===== src/verilog/pesm_pkg.sv =====
// Constants, field layout and state encoding for the event status and mask block
package pesm_pkg;
    localparam logic [4:0] REG_STATUS = 5'h12;
    localparam logic [4:0] REG_MASK = 5'h13;
    localparam logic [15:0] MASK_RESET = 16'hFFC0;
    localparam int MASK_LSB = 6;
    localparam int MASK_W = 10;
    localparam int RSVD_W = 6;
    localparam int EVT_W = 7;
    localparam int ADDR_W = 5;
    localparam int HDR_W = 14;
    localparam int DATA_W = 16;
    localparam int CNT_W = 5;
    localparam int ONES_W = 6;
    localparam logic [5:0] IDLE_ONES = 6'h20;
    localparam logic [4:0] HDR_LAST = 5'h0D;
    localparam logic [4:0] DATA_LAST = 5'h0F;
    localparam logic [1:0] OP_READ = 2'h2;
    localparam logic [1:0] OP_WRITE = 2'h1;
    localparam int OP_MSB = 13;
    localparam int OP_LSB = 12;
    localparam int PHY_MSB = 11;
    localparam int PHY_LSB = 7;
    localparam int REG_MSB = 6;
    localparam int REG_LSB = 2;
    localparam logic RATE_RESET = 1'b1;
    localparam logic DUPLEX_RESET = 1'b0;
    localparam int EV_LINK = 6;
    localparam int EV_SYNC = 5;
    localparam int EV_BADSYM = 4;
    localparam int EV_START = 3;
    localparam int EV_END = 2;
    localparam int EV_POL = 1;
    localparam int EV_OVERLONG = 0;
    localparam int MK_SUMMARY = 9;
    localparam int MK_POL = 3;
    localparam int MK_OVERLONG = 2;

    typedef enum logic [5:0] {
        MI_PREAMBLE = 6'h01,
        MI_IDLE = 6'h02,
        MI_START = 6'h04,
        MI_HEADER = 6'h08,
        MI_DECIDE = 6'h10,
        MI_DATA = 6'h20
    } pesm_mi_state_t;
endpackage


===== src/verilog/pesm_top.sv =====
// Event status and interrupt mask registers behind the management serial port
`timescale 1ns/100ps
module pesm_top (
    // Clock and reset
    input wire logic clock,
    input wire logic rst,
    // Receive path and link conditions, same clock
    input wire logic syncLoss,
    input wire logic badSymbol,
    input wire logic startDelimMissing,
    input wire logic endDelimMissing,
    input wire logic polaritySwap,
    input wire logic overlongTx,
    input wire logic linkDown,
    input wire logic rateFastIn,
    input wire logic fullDuplexIn,
    // Address straps, active low
    input wire logic [pesm_pkg::ADDR_W-1:0] phyAddrStrapN,
    // Management serial port
    input wire logic mdc,
    input wire logic mdioIn,
    output logic mdioOut,
    output logic mdioOe,
    // Interrupt
    output logic irqOutN
);
    typedef struct packed {
        pesm_pkg::pesm_mi_state_t fsm;
        logic [pesm_pkg::ONES_W-1:0] onesCnt;
        logic [pesm_pkg::CNT_W-1:0] bitCnt;
        logic [pesm_pkg::HDR_W-1:0] hdr;
        logic [pesm_pkg::DATA_W-1:0] shiftReg;
        logic mdcPrev;
        logic mdioOut;
        logic mdioOe;
        logic [pesm_pkg::ADDR_W-1:0] phyAddr;
        logic [pesm_pkg::MASK_W-1:0] maskBits;
        logic summary;
        logic [1:0] modeChg;
        logic [pesm_pkg::EVT_W+1:0] prevEvt;
        logic rateFastFlag;
        logic fullDuplexFlag;
        logic irqOutN;
    } pesm_top_t;

    pesm_top_t st;
    pesm_top_t next_st;

    logic [pesm_pkg::ADDR_W+1:0] pinSync;
    logic mdcSync;
    logic mdioSync;
    logic [pesm_pkg::ADDR_W-1:0] strapSync;
    logic mdcRise;
    logic readClear;
    logic [pesm_pkg::EVT_W-1:0] eventIn;
    logic [pesm_pkg::EVT_W-1:0] latched;
    logic [pesm_pkg::EVT_W+1:0] evtVec;
    logic anyChange;
    logic [1:0] modeEdge;
    logic [pesm_pkg::MASK_W-1:0] irqSrc;
    logic pending;
    logic [pesm_pkg::DATA_W-1:0] statusWord;
    logic [pesm_pkg::DATA_W-1:0] maskWord;
    logic [pesm_pkg::DATA_W-1:0] dataNew;
    logic [1:0] frmOp;
    logic addrHit;
    logic [pesm_pkg::ADDR_W-1:0] frmReg;

    pesm_sync #(
        .WIDTH(pesm_pkg::ADDR_W + 2)
    ) u_sync (
        .clock(clock),
        .asyncIn({mdc, mdioIn, phyAddrStrapN}),
        .syncOut(pinSync)
    );

    assign mdcSync = pinSync[pesm_pkg::ADDR_W+1];
    assign mdioSync = pinSync[pesm_pkg::ADDR_W];
    assign strapSync = pinSync[pesm_pkg::ADDR_W-1:0];

    assign eventIn[pesm_pkg::EV_LINK] = linkDown;
    assign eventIn[pesm_pkg::EV_SYNC] = syncLoss;
    assign eventIn[pesm_pkg::EV_BADSYM] = badSymbol;
    assign eventIn[pesm_pkg::EV_START] = startDelimMissing;
    assign eventIn[pesm_pkg::EV_END] = endDelimMissing;
    assign eventIn[pesm_pkg::EV_POL] = polaritySwap;
    assign eventIn[pesm_pkg::EV_OVERLONG] = overlongTx;

    pesm_event_latch #(
        .WIDTH(pesm_pkg::EVT_W)
    ) u_latch (
        .clock(clock),
        .rst(rst),
        .eventIn(eventIn),
        .readClear(readClear),
        .flags(latched)
    );

    assign mdcRise = mdcSync & ~st.mdcPrev;

    // Speed and duplex read as the live mode, not latched
    assign statusWord = {st.summary, latched, st.rateFastFlag, st.fullDuplexFlag,
        {pesm_pkg::RSVD_W{1'b0}}};
    assign maskWord = {st.maskBits, {pesm_pkg::RSVD_W{1'b0}}};

    assign evtVec = {latched, st.rateFastFlag, st.fullDuplexFlag};
    assign anyChange = evtVec != st.prevEvt;
    assign modeEdge = evtVec[1:0] ^ st.prevEvt[1:0];

    // Mode changes rather than mode levels drive the two low interrupt sources
    assign irqSrc = {st.summary, latched, st.modeChg};
    assign pending = |(irqSrc & ~st.maskBits);

    assign frmOp = st.hdr[pesm_pkg::OP_MSB:pesm_pkg::OP_LSB];
    assign frmReg = st.hdr[pesm_pkg::REG_MSB:pesm_pkg::REG_LSB];
    assign addrHit = st.hdr[pesm_pkg::PHY_MSB:pesm_pkg::PHY_LSB] == st.phyAddr;
    assign dataNew = {st.shiftReg[pesm_pkg::DATA_W-2:0], mdioSync};

    always_comb
    begin
        next_st = st;
        readClear = 1'b0;
        next_st.mdcPrev = mdcSync;
        next_st.rateFastFlag = rateFastIn;
        next_st.fullDuplexFlag = fullDuplexIn;
        next_st.prevEvt = evtVec;
        case (st.fsm)
            pesm_pkg::MI_PREAMBLE:
            begin
                if (mdcRise)
                begin
                    if (!mdioSync)
                    begin
                        next_st.onesCnt = '0;
                    end
                    else if (st.onesCnt + 1'b1 == pesm_pkg::IDLE_ONES)
                    begin
                        next_st.fsm = pesm_pkg::MI_IDLE;
                    end
                    else
                    begin
                        next_st.onesCnt = st.onesCnt + 1'b1;
                    end
                end
            end
            pesm_pkg::MI_IDLE:
            begin
                if (mdcRise && !mdioSync)
                begin
                    next_st.fsm = pesm_pkg::MI_START;
                end
            end
            pesm_pkg::MI_START:
            begin
                if (mdcRise)
                begin
                    next_st.bitCnt = '0;
                    next_st.onesCnt = '0;
                    next_st.fsm = mdioSync ? pesm_pkg::MI_HEADER : pesm_pkg::MI_PREAMBLE;
                end
            end
            pesm_pkg::MI_HEADER:
            begin
                if (mdcRise)
                begin
                    next_st.hdr = {st.hdr[pesm_pkg::HDR_W-2:0], mdioSync};
                    next_st.bitCnt = st.bitCnt + 1'b1;
                    if (st.bitCnt == pesm_pkg::HDR_LAST)
                    begin
                        next_st.fsm = pesm_pkg::MI_DECIDE;
                    end
                end
            end
            pesm_pkg::MI_DECIDE:
            begin
                // Snapshot and clear share one edge, so no event slips between
                next_st.bitCnt = '0;
                next_st.fsm = pesm_pkg::MI_DATA;
                if (addrHit && frmOp == pesm_pkg::OP_READ)
                begin
                    if (frmReg == pesm_pkg::REG_STATUS)
                    begin
                        next_st.shiftReg = statusWord;
                        next_st.mdioOut = statusWord[pesm_pkg::DATA_W-1];
                        next_st.mdioOe = 1'b1;
                        readClear = 1'b1;
                    end
                    else if (frmReg == pesm_pkg::REG_MASK)
                    begin
                        next_st.shiftReg = maskWord;
                        next_st.mdioOut = maskWord[pesm_pkg::DATA_W-1];
                        next_st.mdioOe = 1'b1;
                    end
                end
            end
            pesm_pkg::MI_DATA:
            begin
                if (mdcRise)
                begin
                    next_st.bitCnt = st.bitCnt + 1'b1;
                    next_st.shiftReg = dataNew;
                    next_st.mdioOut = st.shiftReg[pesm_pkg::DATA_W-2];
                    if (st.bitCnt == pesm_pkg::DATA_LAST)
                    begin
                        // Another frame needs a fresh run of idle ones
                        next_st.mdioOe = 1'b0;
                        next_st.mdioOut = 1'b0;
                        next_st.onesCnt = '0;
                        next_st.fsm = pesm_pkg::MI_PREAMBLE;
                        if (addrHit && frmOp == pesm_pkg::OP_WRITE &&
                            frmReg == pesm_pkg::REG_MASK && !st.mdioOe)
                        begin
                            next_st.maskBits = dataNew[pesm_pkg::DATA_W-1:pesm_pkg::MASK_LSB];
                        end
                    end
                end
            end
            default:
            begin
                next_st.fsm = pesm_pkg::MI_PREAMBLE;
            end
        endcase
        next_st.summary = anyChange | (st.summary & ~readClear);
        next_st.modeChg = modeEdge | (st.modeChg & {2{~readClear}});
        next_st.irqOutN = ~pending;
        if (rst)
        begin
            next_st.fsm = pesm_pkg::MI_PREAMBLE;
            next_st.onesCnt = '0;
            next_st.bitCnt = '0;
            next_st.hdr = '0;
            next_st.shiftReg = '0;
            next_st.mdcPrev = 1'b0;
            next_st.mdioOut = 1'b0;
            next_st.mdioOe = 1'b0;
            // Straps are read inverted while reset is held
            next_st.phyAddr = ~strapSync;
            next_st.maskBits = pesm_pkg::MASK_RESET[pesm_pkg::DATA_W-1:pesm_pkg::MASK_LSB];
            next_st.summary = 1'b0;
            next_st.modeChg = '0;
            next_st.prevEvt = {{pesm_pkg::EVT_W{1'b0}}, pesm_pkg::RATE_RESET,
                pesm_pkg::DUPLEX_RESET};
            next_st.rateFastFlag = pesm_pkg::RATE_RESET;
            next_st.fullDuplexFlag = pesm_pkg::DUPLEX_RESET;
            next_st.irqOutN = 1'b1;
        end
    end

    always_ff @(posedge clock)
    begin
        st <= next_st;
    end

    assign mdioOut = st.mdioOut;
    assign mdioOe = st.mdioOe;
    assign irqOutN = st.irqOutN;
endmodule


===== src/verilog/pesm_sync.sv =====
// Two-stage synchroniser for pins that arrive from outside the clock domain
`timescale 1ns/100ps
module pesm_sync #(
    parameter int WIDTH = 7
) (
    // Clock
    input wire logic clock,
    // Pins and their synchronised copies
    input wire logic [WIDTH-1:0] asyncIn,
    output logic [WIDTH-1:0] syncOut
);
    typedef struct packed {
        logic [WIDTH-1:0] stage1;
        logic [WIDTH-1:0] stage2;
    } pesm_sync_t;

    pesm_sync_t st;
    pesm_sync_t next_st;

    // No reset: straps must survive reset so they can be captured during it
    always_comb
    begin
        next_st = st;
        next_st.stage1 = asyncIn;
        next_st.stage2 = st.stage1;
    end

    always_ff @(posedge clock)
    begin
        st <= next_st;
    end

    assign syncOut = st.stage2;
endmodule


===== src/verilog/pesm_event_latch.sv =====
// Latch-high event flags that fall back to the live condition when read
`timescale 1ns/100ps
module pesm_event_latch #(
    parameter int WIDTH = pesm_pkg::EVT_W
) (
    // Clock and reset
    input wire logic clock,
    input wire logic rst,
    // Conditions and read strobe
    input wire logic [WIDTH-1:0] eventIn,
    input wire logic readClear,
    // Latched flags
    output logic [WIDTH-1:0] flags
);
    typedef struct packed {
        logic [WIDTH-1:0] flags;
    } pesm_latch_t;

    pesm_latch_t st;
    pesm_latch_t next_st;
    logic [WIDTH-1:0] setTerm;

    genvar i;
    generate
        for (i = 0; i < WIDTH; i++)
        begin : g_flag
            // A condition present in the read cycle wins over the clear
            assign setTerm[i] = eventIn[i] | (st.flags[i] & ~readClear);
        end
    endgenerate

    always_comb
    begin
        next_st = st;
        next_st.flags = setTerm;
        if (rst)
        begin
            next_st.flags = '0;
        end
    end

    always_ff @(posedge clock)
    begin
        st <= next_st;
    end

    assign flags = st.flags;
endmodule


===== config.mk =====
export PLATFORM = sky130hd
export DESIGN_NAME = pesm_top
export DESIGN_NICKNAME = d
export VERILOG_FILES = /design/src/verilog/pesm_pkg.sv /design/src/verilog/pesm_top.sv /design/src/verilog/pesm_sync.sv /design/src/verilog/pesm_event_latch.sv
export SDC_FILE = /design/constraint.sdc
export NUM_CORES = 1
export LEC_CHECK = 0
export ABC_AREA = 1
export BUFFER_PORTS_ARGS = -buffer_cell sky130_fd_sc_hd__buf_2
export CAP_MARGIN = 20
export CORE_ASPECT_RATIO = 0.5
export CORE_MARGIN = 5
export CORE_UTILIZATION = 54
export DETAILED_ROUTE_END_ITERATION = 6
export PLACE_DENSITY = 0.75
export SYNTH_ARGS = -nofsm -noshare
export SYNTH_HDL_FRONTEND = slang
export SYNTH_SLANG_ARGS = --single-unit

===== constraint.sdc =====
create_clock -name clock -period 1.95 [get_ports clock]
set_clock_uncertainty 0.1 [all_clocks]
set_input_delay 0.4875 -clock clock [delete_from_list [all_inputs] [get_ports clock]]
set_output_delay 0.4875 -clock clock [all_outputs]
set_load 0.005 [all_outputs]

Yosys cells after proc, flatten, opt, wreduce, memory -nomap -nowiden
Cells that the tools add are included.
Storage, ports and cells
  bits of input ports: 18
  logic and storage cells: 122
  register bits after elaboration: 100
Cells by class
  reductions and logical operators: 18
  bitwise logic cells: 26
  muxes and demuxes: 30
  add/sub/neg operators: 2
  equality and inequality tests: 27
Operator list (count)
  $mux 15: 4
  $mux 6: 7
  $pmux 6 s6: 1
  $mux 17: 2
  $pmux 15 s2: 1
  $mux 12: 2
  $pmux 5 s4: 1
  $mux 19: 1
  $ne 2x2->1 const B: 9
  $pmux 6 s3: 1
  $eq 6x6->1 const B: 2
  $reduce_and 4->1: 3
  $and 10x10->10: 1
  $eq 5x4->1 const B: 2
  $eq 5x5->1 const B: 2
  $mux 2: 5
  $not 10->10: 1
  $reduce_or 10->1: 1
  $and 1x1->1: 9
  $ne 9x9->1: 1
  $reduce_and 9->1: 1
  $or 1x1->1: 8
  $add 6x1->6 const B: 1
  $eq 6x1->1 const B: 1
  other kinds (26): 36

Logic depth before layout (Yosys ltp)
Gate-level depths: netlist of the first run.
  word-level depth: 7
  mapped depth: 13
  depth with buffers taken out: 13

Modules after synthesis
Synthesis of the first run repeated with hierarchy kept, for this count alone.
Second synthesis, totals
  cells, all modules: 564
  area, all modules: 4426.7 um2
By module, submodules not included
  pesm_top: area each 3915.0 um2, instances 1, cells an instance 521
  pesm_sync: area each 280.3 um2, instances 1, cells an instance 14
  pesm_event_latch: area each 231.5 um2, instances 1, cells an instance 29

Worst setup path after synthesis of the first run
Ideal clock, no wire load.
  path kind: register -> register
  from: register st[63] in the netlist's numbering
  to: register st, in the netlist maskWord[6]
  data arrival time: 1.625 ns
  buffers on the path: 1
  path slack: 0.089 ns
  stages on the path, launching flop included: 13
  cells stage by stage: dfxtp_1 > ha_1 > inv_1 > nor2_1 > ha_1 > inv_1 > nor3_1 > nand4_1 > nor3_4 > nand2_4 > buf_6 > nand2_1 > nand3_1
Between the ends
  word-level cells in the longest chain between the ends: 2
RTL lines
  start: declaration: RTL line pesm_top.sv:46  | pesm_top_t st;
  start signal: assignment: RTL line pesm_top.sv:251  | st <= next_st;
  $eq 5x4->1: RTL line pesm_top.sv:203  | if (st.bitCnt == pesm_pkg::DATA_LAST)
  $reduce_and 4->1 (no line)
No other way between the ends.
A chain may end at the register's enable or synchronous reset.

Worst setup path after layout of the first run
  from: register st[63] in the netlist's numbering
  to: register st, in the netlist maskWord[9]
Same word-level chain as after synthesis.

==> results of run 1 <==
what timing repair did:
action / CTS / global route
resized for setup: 0 / 23
setup endpoints to repair: 0 / 20
setup buffers: 0 / 3
cell families (layout without fill, tap and decap cells):
family,Yosys count,count (layout),share of synthesized area (%)
AO/OA/AOI/OAI,91,91,13.0
XOR/XNOR,13,13,2.68
adder cells (fa/ha/maj),4,4,1.18
buffers and inverters,83,119,8.14
flip-flops,100,100,48.4
AND/OR/NAND/NOR,255,257,26.6
metrics by stage:
| stage | setup WS, ns | total power, uW |
|---|---|---|
| floorplan | 0.0889 | 3340 |
| global placement | 0.118 | 3570 |
| detailed placement | 0.0741 | 3600 |
| CTS | 0.0647 | 5630 |
| global route | -0.219 | 6010 |
| finish | -0.106 | 5680 |
sequential cells by signal, summed over array words and instances, names as in the netlist:
register and flops:
dataNew 15, irqOutN 1, mdioOut 1, evtVec 2, st 39, u_sync.next_st 7
frmReg 5, frmOp 2, irqSrc 3, mdioOe 1, u_latch.flags 7, maskWord 10
u_sync.syncOut 7
report_power, final:
group | switching [uW] | internal, uW
clock network | 744 | 1290
logic | 765 | 507
registers | 135 | 2230
critical path: stages, from the launching register on:
cell and delay, ns:
dfxtp_2 0.36, ha_4 0.14, inv_2 0.04, nor2_1 0.11, ha_2 0.18, inv_2 0.04
nor3_2 0.15, nand4_1 0.18, nor3_4 0.23, buf_12 0.15, nand2_4 0.09, nand2_1 0.09
o211ai_1 0.08
layer usage:
layer	vias to the layer above	track usage, %	part of all wire [%]
met5	-	0	0
li1	1829	-	-
met3	16	5.72	5.2
met1	1585	21.8	48
met2	58	28.5	45
met4	0	6.59	1.7
cells in the mapped netlist (2+ instances only):
cell	instances	area share, %
nand2_4	4	1.1
o22ai_1	4	0.59
o211ai_1	15	2.7
nor2_1	77	6.8
nand2_1	113	10
nor2_4	3	0.80
xnor2_1	7	1.4
ha_1	4	1.2
nor2_2	3	0.44
o21ai_1	2	0.24
or2_2	6	0.89
buf_6	2	0.53
edfxtp_1	5	3.5
buf_2	6	0.71
a221oi_1	2	0.41
nor3_1	2	0.24
a22o_1	6	1.2
o21ai_0	26	3.1
inv_2	5	0.44
buf_4	3	0.53
nand2_2	4	0.59
xor2_1	6	1.2
inv_1	60	5.3
nand3_1	31	3.7
clkbuf_1	6	0.53
a21oi_1	31	3.7
nand4_1	8	1.2
o211ai_2	2	0.59
dfxtp_1	95	45
path summary, 6_finish.rpt:
kind	from	to	slack, ns	cells after the start
hold reg to reg	u_sync.next_st[0]$_DFF_P_	u_sync.syncOut[0]$_DFF_P_	0.23	0
hold / removal	phyAddrStrapN[1]	u_sync.next_st[1]$_DFF_P_	0.14	1
setup reg to reg	st[63]$_SDFFE_PP0P_	maskWord[9]$_SDFFE_PP1P_	-0.11	12
setup / recovery	st[63]$_SDFFE_PP0P_	maskWord[9]$_SDFFE_PP1P_	-0.11	12
final cells by class:
cell class / instances / area [um^2]
Fill cell: 664 / 2510
Sequential cell: 100 / 2050
Multi-Input combinational cell: 365 / 1930
Timing Repair Buffer: 38 / 265
Inverter: 65 / 248
Clock buffer: 12 / 246
Tap cell: 108 / 135
Clock inverter: 4 / 96.3
==> out/results.tsv, run 1 <==
metric	value	unit
most frequent cells in the layout	nand2_1 (107), dfxtp_1 (93), nor2_1 (76)	
top-level port count	21	
global-route usage over all layers	17.5	%
outcome	finished with violations	
Final Wtd Congestion	0.868	
DR WL/cell	12.3	um
Routed Antenna Nets	0	
Setup CP Type	flip-flop to flip-flop	
sequential-to-total area share from yosys stat	48.4	%
Unique masters post-synth	37	
H-tree levels	3	
aggregate global routing overflow	0	
max-slew violations	0	
Post-synth ARST share	0	%
Hold WS	0.137	ns
Die Ht	72.7	um
EDFF count, synth	5	
vias in the first global route	3118	
Hold Vio Cnt, Final	0	
RSZ-0062 raised after global routing	true	
largest net degree at the start of global routing	52	
max-cap check violation count	0	
Synth Register Bits	100	
CORE AREA	7490	um^2
first-pass GRT wire length	13800	um
f_max	0.486	GHz
setup violators final	10	
initial antenna violation count	0	
Root Buffer	clkbuf_16	
Final WS setup	-0.106	ns
Sum Neg Setup Slack	-0.750	ns
initial core utilization	56.7	%
vias post-DR	3488	
syn_area_per_cell	7.77	um^2
Worst-path clk slew	0.07	ns
fin nets	601	
Placed Cells	670	
hold buffer count at cts	0	
Area Growth Syn to Fin	17.3	%
n_diodes	0	
YS warnings	0	
final cell count without fillers	692	
Post-DP Area	4490	um^2
worst skew pair latency	0.35	ns
Initial DRT Pass Iterations	5	
FP Rows	22	
Clock Path Buffers	2	
Hold Path Class	input pin to flip-flop	
Tcrit/Tclk final	105	%
syn nets	568	
Die Width	135	um
mapped cell area	4240	um^2
CTS tree	done	
worst endpoint data arrival time	2.17	ns
drt drc	0	
clk sinks	100	
DRT iter0 DRCs	226	
Final Critical Period	2.06	ns
fraction of layout cells with a size suffix above 1	17.0	%
failing checks	negative setup slack	
critical path capture point type	flip-flop	
CP startpoint kind	flip-flop	
I/O Buffers	20	
Layout Cell Area excl Fill	4980	um^2
hpwl dp	5600	um
routed wire length	8480	um
die area	9830	um^2
DR vias/cell	5.04	
Final Util	66.5	%
commonest non-fill, non-tap cell in the layout	nand2_1	
top_reg_cell synth	dfxtp_1	
peak supply drop	0.000746	V
Gate Count Post-Synth	546	
CTS Buf Count	9	
slew of the pin with the lowest slew margin	0.380	ns
required time worst endpoint	2.07	ns
relative slew slack	74.6	%
CP Max Fanout	9	
Pwr Density	1140	nW/um^2
LEAKAGE	0.00226	uW
No activity file was read; power rests on OpenSTA's default activity.
==> inputs of run 2 (changes only) <==
- clock period: 1.95 -> 1.66 ns (I/O delays scaled with it)
==> run 2 against run 1 <==
  * The run still ends with negative setup slack left
  * Fmax increased by 8.4%
  * Combinational power increased by 48%
  * Die area unchanged
  * Critical path depth decreased by 1
  * Sequential cell count unchanged
  * Sequential share of layout area decreased by 3.4 points
  * Highest routed layer unchanged
==> out/results.tsv, run 2 (same netlist as run 1, synthesis figures left out) <==
metric	value	unit
outcome	finished with violations	
failing checks	negative setup slack	
CP Max Fanout	9	
vias in the first global route	3443	
routed wire length	9830	um
CTS tree	done	
DR vias/cell	5.11	
Routed Antenna Nets	0	
clock power share	29.6	%
Clock Path Buffers	2	
peak supply drop	0.000787	V
max FFs per register	39	
Psw	2170	uW
Die Ht	72.7	um
max-cap check violation count	0	
I/O Buffers	20	
hpwl dp	5980	um
Hold Vio Cnt, Final	0	
Post-DP Area	4740	um^2
Final Wtd Congestion	0.859	
DRT iter0 DRCs	283	
initial antenna violation count	0	
first-pass GRT wire length	15400	um
Multi-input gate area	2140	um^2
crit-path max cell delay	0.36	ns
FP Rows	22	
f_max	0.527	GHz
switching part of the total	32.7	%
CP startpoint kind	flip-flop	
hold buffer count at cts	0	
Root Buffer	clkbuf_16	
vias post-DR	3727	
n_diodes	0	
relative slew slack	75.0	%
Register Area	2070	um^2
# fillers	582	
most frequent cells in the layout	nand2_1 (99), dfxtp_1 (87), nor2_1 (65)	
required time worst endpoint	1.82	ns
Setup CP Type	flip-flop to flip-flop	
Top Family by Delay on Critical Path	simple AND/OR/NAND/NOR gates	
CP Buf/Inv Count	3	
global-route usage over all layers	19.3	%
Flop pwr share	42.1	%
LEAKAGE	0.00245	uW
Largest Register	st	
CTS Buf Count	9	
internal power	4460	uW
Die Width	135	um
Final WS setup	-0.236	ns
Initial DRT Pass Iterations	5	
H-tree levels	3	
max-slew violations	0	
DR WL/cell	13.5	um
Logic pwr share	28.3	%
RSZ-0062 raised after global routing	true	
largest net degree at the start of global routing	40	
Hold Path Class	input pin to flip-flop	
initial core utilization	56.7	%
Area Growth Syn to Fin	28.8	%
Tcrit/Tclk final	114	%
fraction of layout cells with a size suffix above 1	29.3	%
clk sinks	100	
Pwr Density	1210	nW/um^2
critical path capture point type	flip-flop	
top-level port count	21	
worst-path cell chain	ha_4 > inv_2 > nor2_2 > ha_2 > inv_2 > nor3_2 > nand4_1 > nor3_4 > buf_12 > nand2_4 > o211ai_1	
worst skew pair latency	0.35	ns
Final Critical Period	1.90	ns
die area	9830	um^2
drt drc	0	
CORE AREA	7490	um^2
Top cell by count, worst path	inv_2	
commonest non-fill, non-tap cell in the layout	nand2_1	
pre-CTS WS	-0.182	ns
slew of the pin with the lowest slew margin	0.370	ns
Worst-path clk slew	0.07	ns
fin nets	639	
worst endpoint data arrival time	2.06	ns
Critical Path Slowest Stage Cell	dfxtp_2	
setup violators final	50	
Layout Cell Area excl Fill	5460	um^2
aggregate global routing overflow	0	
run 2: path summary, 6_finish.rpt:
check | slack [ns] | cells past startpoint | endpoint | from
min reg2reg | 0.23 | 0 | u_sync.syncOut[3]$_DFF_P_ | u_sync.next_st[3]$_DFF_P_
max reg2reg | -0.24 | 11 | maskWord[12]$_SDFFE_PP1P_ | st[64]$_SDFFE_PP0P_
max | -0.24 | 11 | maskWord[12]$_SDFFE_PP1P_ | st[64]$_SDFFE_PP0P_
min | 0.06 | 1 | u_sync.next_st[5]$_DFF_P_ | mdioIn
run 2: layout make-up:
class                      instances  share of cell area [%]
inverter                          65                    4.65
clock inverter                     6                   0.939
multi-input combinational        367                    39.2
sequential                       100                    37.9
tap                              108                    2.47
clock buffer                       9                    4.12
timing repair buffer              74                    10.7
run 2: what timing repair did:
action,4_1_cts,5_1_grt
gates resized for setup,15,80
pin swaps,2,27
gates cloned,3,2
buffers inserted,3,8
endpoints found under the setup margin,32,56
run 2: per-layer routing:
layer | vias to the layer above | wire length, um | GRT usage [%]
met1 | 1723 | 4560 | 24.3
li1 | 1909 | - | -
met2 | 80 | 4780 | 32.7
met4 | 0 | 140 | 5.92
met3 | 15 | 356 | 5.37
met5 | - | 0 | 0
run 2: stage by stage:
| step | utilization, % | hold slack, ns | std cells | TNS (ns) | power, uW |
|---|---|---|---|---|---|
| 6_report | 72.9 | 0.0621 | 729 | -5.17 | 6620 |
| 5_1_grt | 72.9 | 0.0592 | 729 | -10.89 | 7000 |
| 4_1_cts | 68.4 | 0.0592 | 719 | -2.55 | 6400 |
| 3_5_place_dp | 63.4 | 0.215 | 698 | -2.45 | 4390 |
| 3_3_place_gp | 63.4 | 0.210 | 698 | -1.81 | 4340 |
| 2_1_floorplan | - | 0.210 | 546 | -1.02 | 3940 |
run 2: power by group through the flow:
| stage | registers [uW] | clock network, uW | logic [uW] |
|---|---|---|---|
| 2_1_floorplan | 2810 | 0 | 1130 |
| 3_3_place_gp | 2810 | 0 | 1520 |
| 3_5_place_dp | 2820 | 0 | 1570 |
| 4_1_cts | 2770 | 1990 | 1640 |
| 5_1_grt | 2810 | 2100 | 2090 |
| 6_report | 2790 | 1960 | 1880 |
run 2: worst reg2reg max path: stages, from the launching register on:
cell and delay (ns):
dfxtp_2 0.36, ha_4 0.13, inv_2 0.03, nor2_2 0.09
ha_2 0.17, inv_2 0.04, nor3_2 0.11, nand4_1 0.16
nor3_4 0.18, buf_12 0.16, nand2_4 0.10, o211ai_1 0.19
==> inputs of run 3 (changes only) <==
- CORE_UTILIZATION: 54 -> 55
- PLACE_DENSITY: 0.75 -> 0.76
- SYNTH_HIERARCHICAL: not set -> 1
==> run 3 against run 2 <==
  * The run still ends with negative setup slack left
  * Cell area is 0.92% higher
  * Clock-buffer cell count unchanged
  * Sequential power fell by 3%
  * Non-clock buffer count is 14 lower
  * Setup slack gained 0.098 ns
  * Synthesized cell count up 3.3%
  * Worst hold slack about the same
  * Sequential share of layout area decreased by 0.41 points
  * Cell count increased by 0.69%
  * Via count hardly changed
  * Critical path type unchanged
==> out/results.tsv, run 3 <==
metric	value	unit
reg-to-reg slack, setup	-0.14	ns
Critical Path Slowest Stage Cell	dfxtp_2	
Pwr Density	1080	nW/um^2
aggregate global routing overflow	0	
top_reg_cell synth	dfxtp_1	
peak supply drop	0.000626	V
worst-path cell chain	ha_4 > and3_4 > ha_4 > nand3_1 > nor3_2 > nand3b_1 > buf_6 > nand2_1 > o211ai_1	
worst endpoint data arrival time	1.91	ns
DRT iter0 DRCs	272	
area leader, netlist	dfxtp_1	
CP startpoint kind	flip-flop	
Hold Path Class	input pin to flip-flop	
max FFs per register	39	
I/O Buffers	20	
vias in the first global route	3479	
H-tree levels	3	
Synth Register Bits	100	
Area Growth Syn to Fin	24.5	%
mux cell area share after synthesis	0	%
relative slew slack	69.0	%
Top Family by Delay on Critical Path	simple AND/OR/NAND/NOR gates	
syn nets	586	
Synth top cells by count	nand2_1 (120), dfxtp_1 (95), inv_1 (67)	
Gate Count Post-Synth	564	
compound-cell area share of the yosys netlist	12.8	%
top cell type's share of synthesized area	43.0	%
drt drc	0	
count leader, synth	nand2_1	
routed wire length	9660	um
outcome	finished with violations	
failing checks	negative setup slack	
worst skew pair latency	0.35	ns
initial core utilization	55.9	%
Final WS setup	-0.138	ns
Clock Path Buffers	2	
CP Max Fanout	20	
required time worst endpoint	1.77	ns
Root Buffer	clkbuf_16	
mapped cell area	4430	um^2
# fillers	594	
YS warnings	6	
largest family of logic cells by synthesized area	simple AND/OR/NAND/NOR gates	
CTS tree	done	
crit-path max cell delay	0.35	ns
Hold Vio Cnt, Final	0	
Post-Synth Simple-Gate Area	27.6	%
Final Critical Period	1.80	ns
critical path capture point type	flip-flop	
Top cell by count, worst path	ha_4	
Routed Antenna Nets	0	
DR WL/cell	13.2	um
hpwl dp	6110	um
Die Ht	73.4	um
Layout Cell Area excl Fill	5510	um^2
post-synthesis adder-cell area fraction	1.13	%
sequential-to-total area share from yosys stat	46.4	%
Unique masters post-synth	41	
post-synthesis xor/xnor area fraction	2.37	%
largest net degree at the start of global routing	45	
hold buffer count at cts	0	
LEAKAGE	0.00247	uW
f_max	0.556	GHz
setup violators final	33	
fraction of layout cells with a size suffix above 1	30.1	%
Area contributors post-synth	dfxtp_1 (43%), nand2_1 (10%), inv_1 (5.7%)	
EDFF count, synth	5	
CORE AREA	7910	um^2
Die Width	137	um
first-pass GRT wire length	15800	um
pre-CTS WS	-0.104	ns
vias post-DR	3729	
fin nets	639	
Final Wtd Congestion	0.868	
n_diodes	0	
max-slew violations	0	
global-route usage over all layers	19.9	%
Post-synth ARST share	0	%
DR vias/cell	5.08	
max-cap check violation count	0	
most frequent cells in the layout	nand2_1 (103), dfxtp_1 (86), inv_1 (65)	
commonest non-fill, non-tap cell in the layout	nand2_1	
CP Buf/Inv Count	1	
Post-DP Area	4810	um^2
slew of the pin with the lowest slew margin	0.461	ns
Initial DRT Pass Iterations	6	
Tcrit/Tclk final	108	%
Setup CP Type	flip-flop to flip-flop	
Largest Register	st	
Worst-path clk slew	0.07	ns
FP Rows	23	
RSZ-0062 raised after global routing	true	
top-level port count	21	
Sum Neg Setup Slack	-2.19	ns
clk sinks	100	
die area	10100	um^2
syn_area_per_cell	7.85	um^2
initial antenna violation count	0	
CTS Buf Count	9	
-- run 3: cell types whose count changed in the layout (fill, tap and decap cells not counted), sizes merged, moves of 3 or more --
| cell | previous run | this run |
|---|---|---|
| a21oi | 31 | 44 |
| a22o | 6 | 0 |
| and3 | 0 | 3 |
| buf | 74 | 58 |
| inv | 66 | 82 |
| nand2 | 125 | 128 |
| nand3 | 32 | 23 |
| nor2 | 83 | 72 |
| nor3 | 3 | 6 |
-- run 3: what timing repair did --
item	CTS	global route
gates cloned	2	2
buffers inserted	6	5
hold endpoints to repair	0	0
pin swaps	11	27
resized for setup	17	59
endpoints found under the setup margin	34	65
-- run 3: cell families (layout without fill, tap and decap cells) --
logic type | after synthesis | after routing
simple gates | 250 | 251
flops | 100 | 100
buf+inv | 100 | 157
compound gates | 98 | 98
xor+xnor | 12 | 12
fa+ha+maj | 4 | 4
-- run 3: power by group --
part | internal, uW | switching [uW]
registers | 2580 | 129
logic | 510 | 728
clock network | 1040 | 940
-- run 3: worst paths after layout --
check | start | to | cells after the start
max | st[64]$_SDFFE_PP0P_ | maskWord[15]$_SDFFE_PP1P_ | 9
min | phyAddrStrapN[2] | u_sync/next_st[2]$_DFF_P_ | 1
max reg2reg | st[64]$_SDFFE_PP0P_ | maskWord[15]$_SDFFE_PP1P_ | 9
min reg2reg | u_sync/next_st[5]$_DFF_P_ | u_sync/syncOut[5]$_DFF_P_ | 0
-- run 3: area by class of cell --
class	instances	area, um^2	share of cell area [%]
multi-input combinational	365	2200	40.0
sequential	100	2070	37.5
timing repair buffer	60	495	8.99
inverter	81	323	5.86
clock buffer	9	225	4.09
tap	112	140	2.54
clock inverter	7	57.6	1.04
-- run 3: worst reg2reg max path, delay by kind of cell (launching register included) --
kind / cells / cell delay, ns
AOI/OAI and AO/OA: 1 / 0.10
and+or+nand+nor: 5 / 0.67
DFF: 1 / 0.35
adders and majority gates: 2 / 0.28
buffers and inverters: 1 / 0.18
-- run 3: routing by layer --
metal / track usage, % / part of all wire (%) / vias to the layer above
met5: 0 / 0 / -
met4: 6.31 / 0.92 / 0
met3: 5.13 / 5.0 / 9
met2: 33.0 / 49 / 73
met1: 25.7 / 45 / 1736
li1: - / - / 1911
-- run 3: stage by stage --
stage	hold WS, ns	utilization [%]	total power [uW]	std cells
6_report	0.0620	69.6	5930	734
5_1_grt	0.0517	69.6	6220	734
4_1_cts	0.0523	66.2	5880	728
3_5_place_dp	0.212	60.7	3790	704
3_3_place_gp	0.210	60.7	3740	704
2_1_floorplan	0.210	-	3570	564
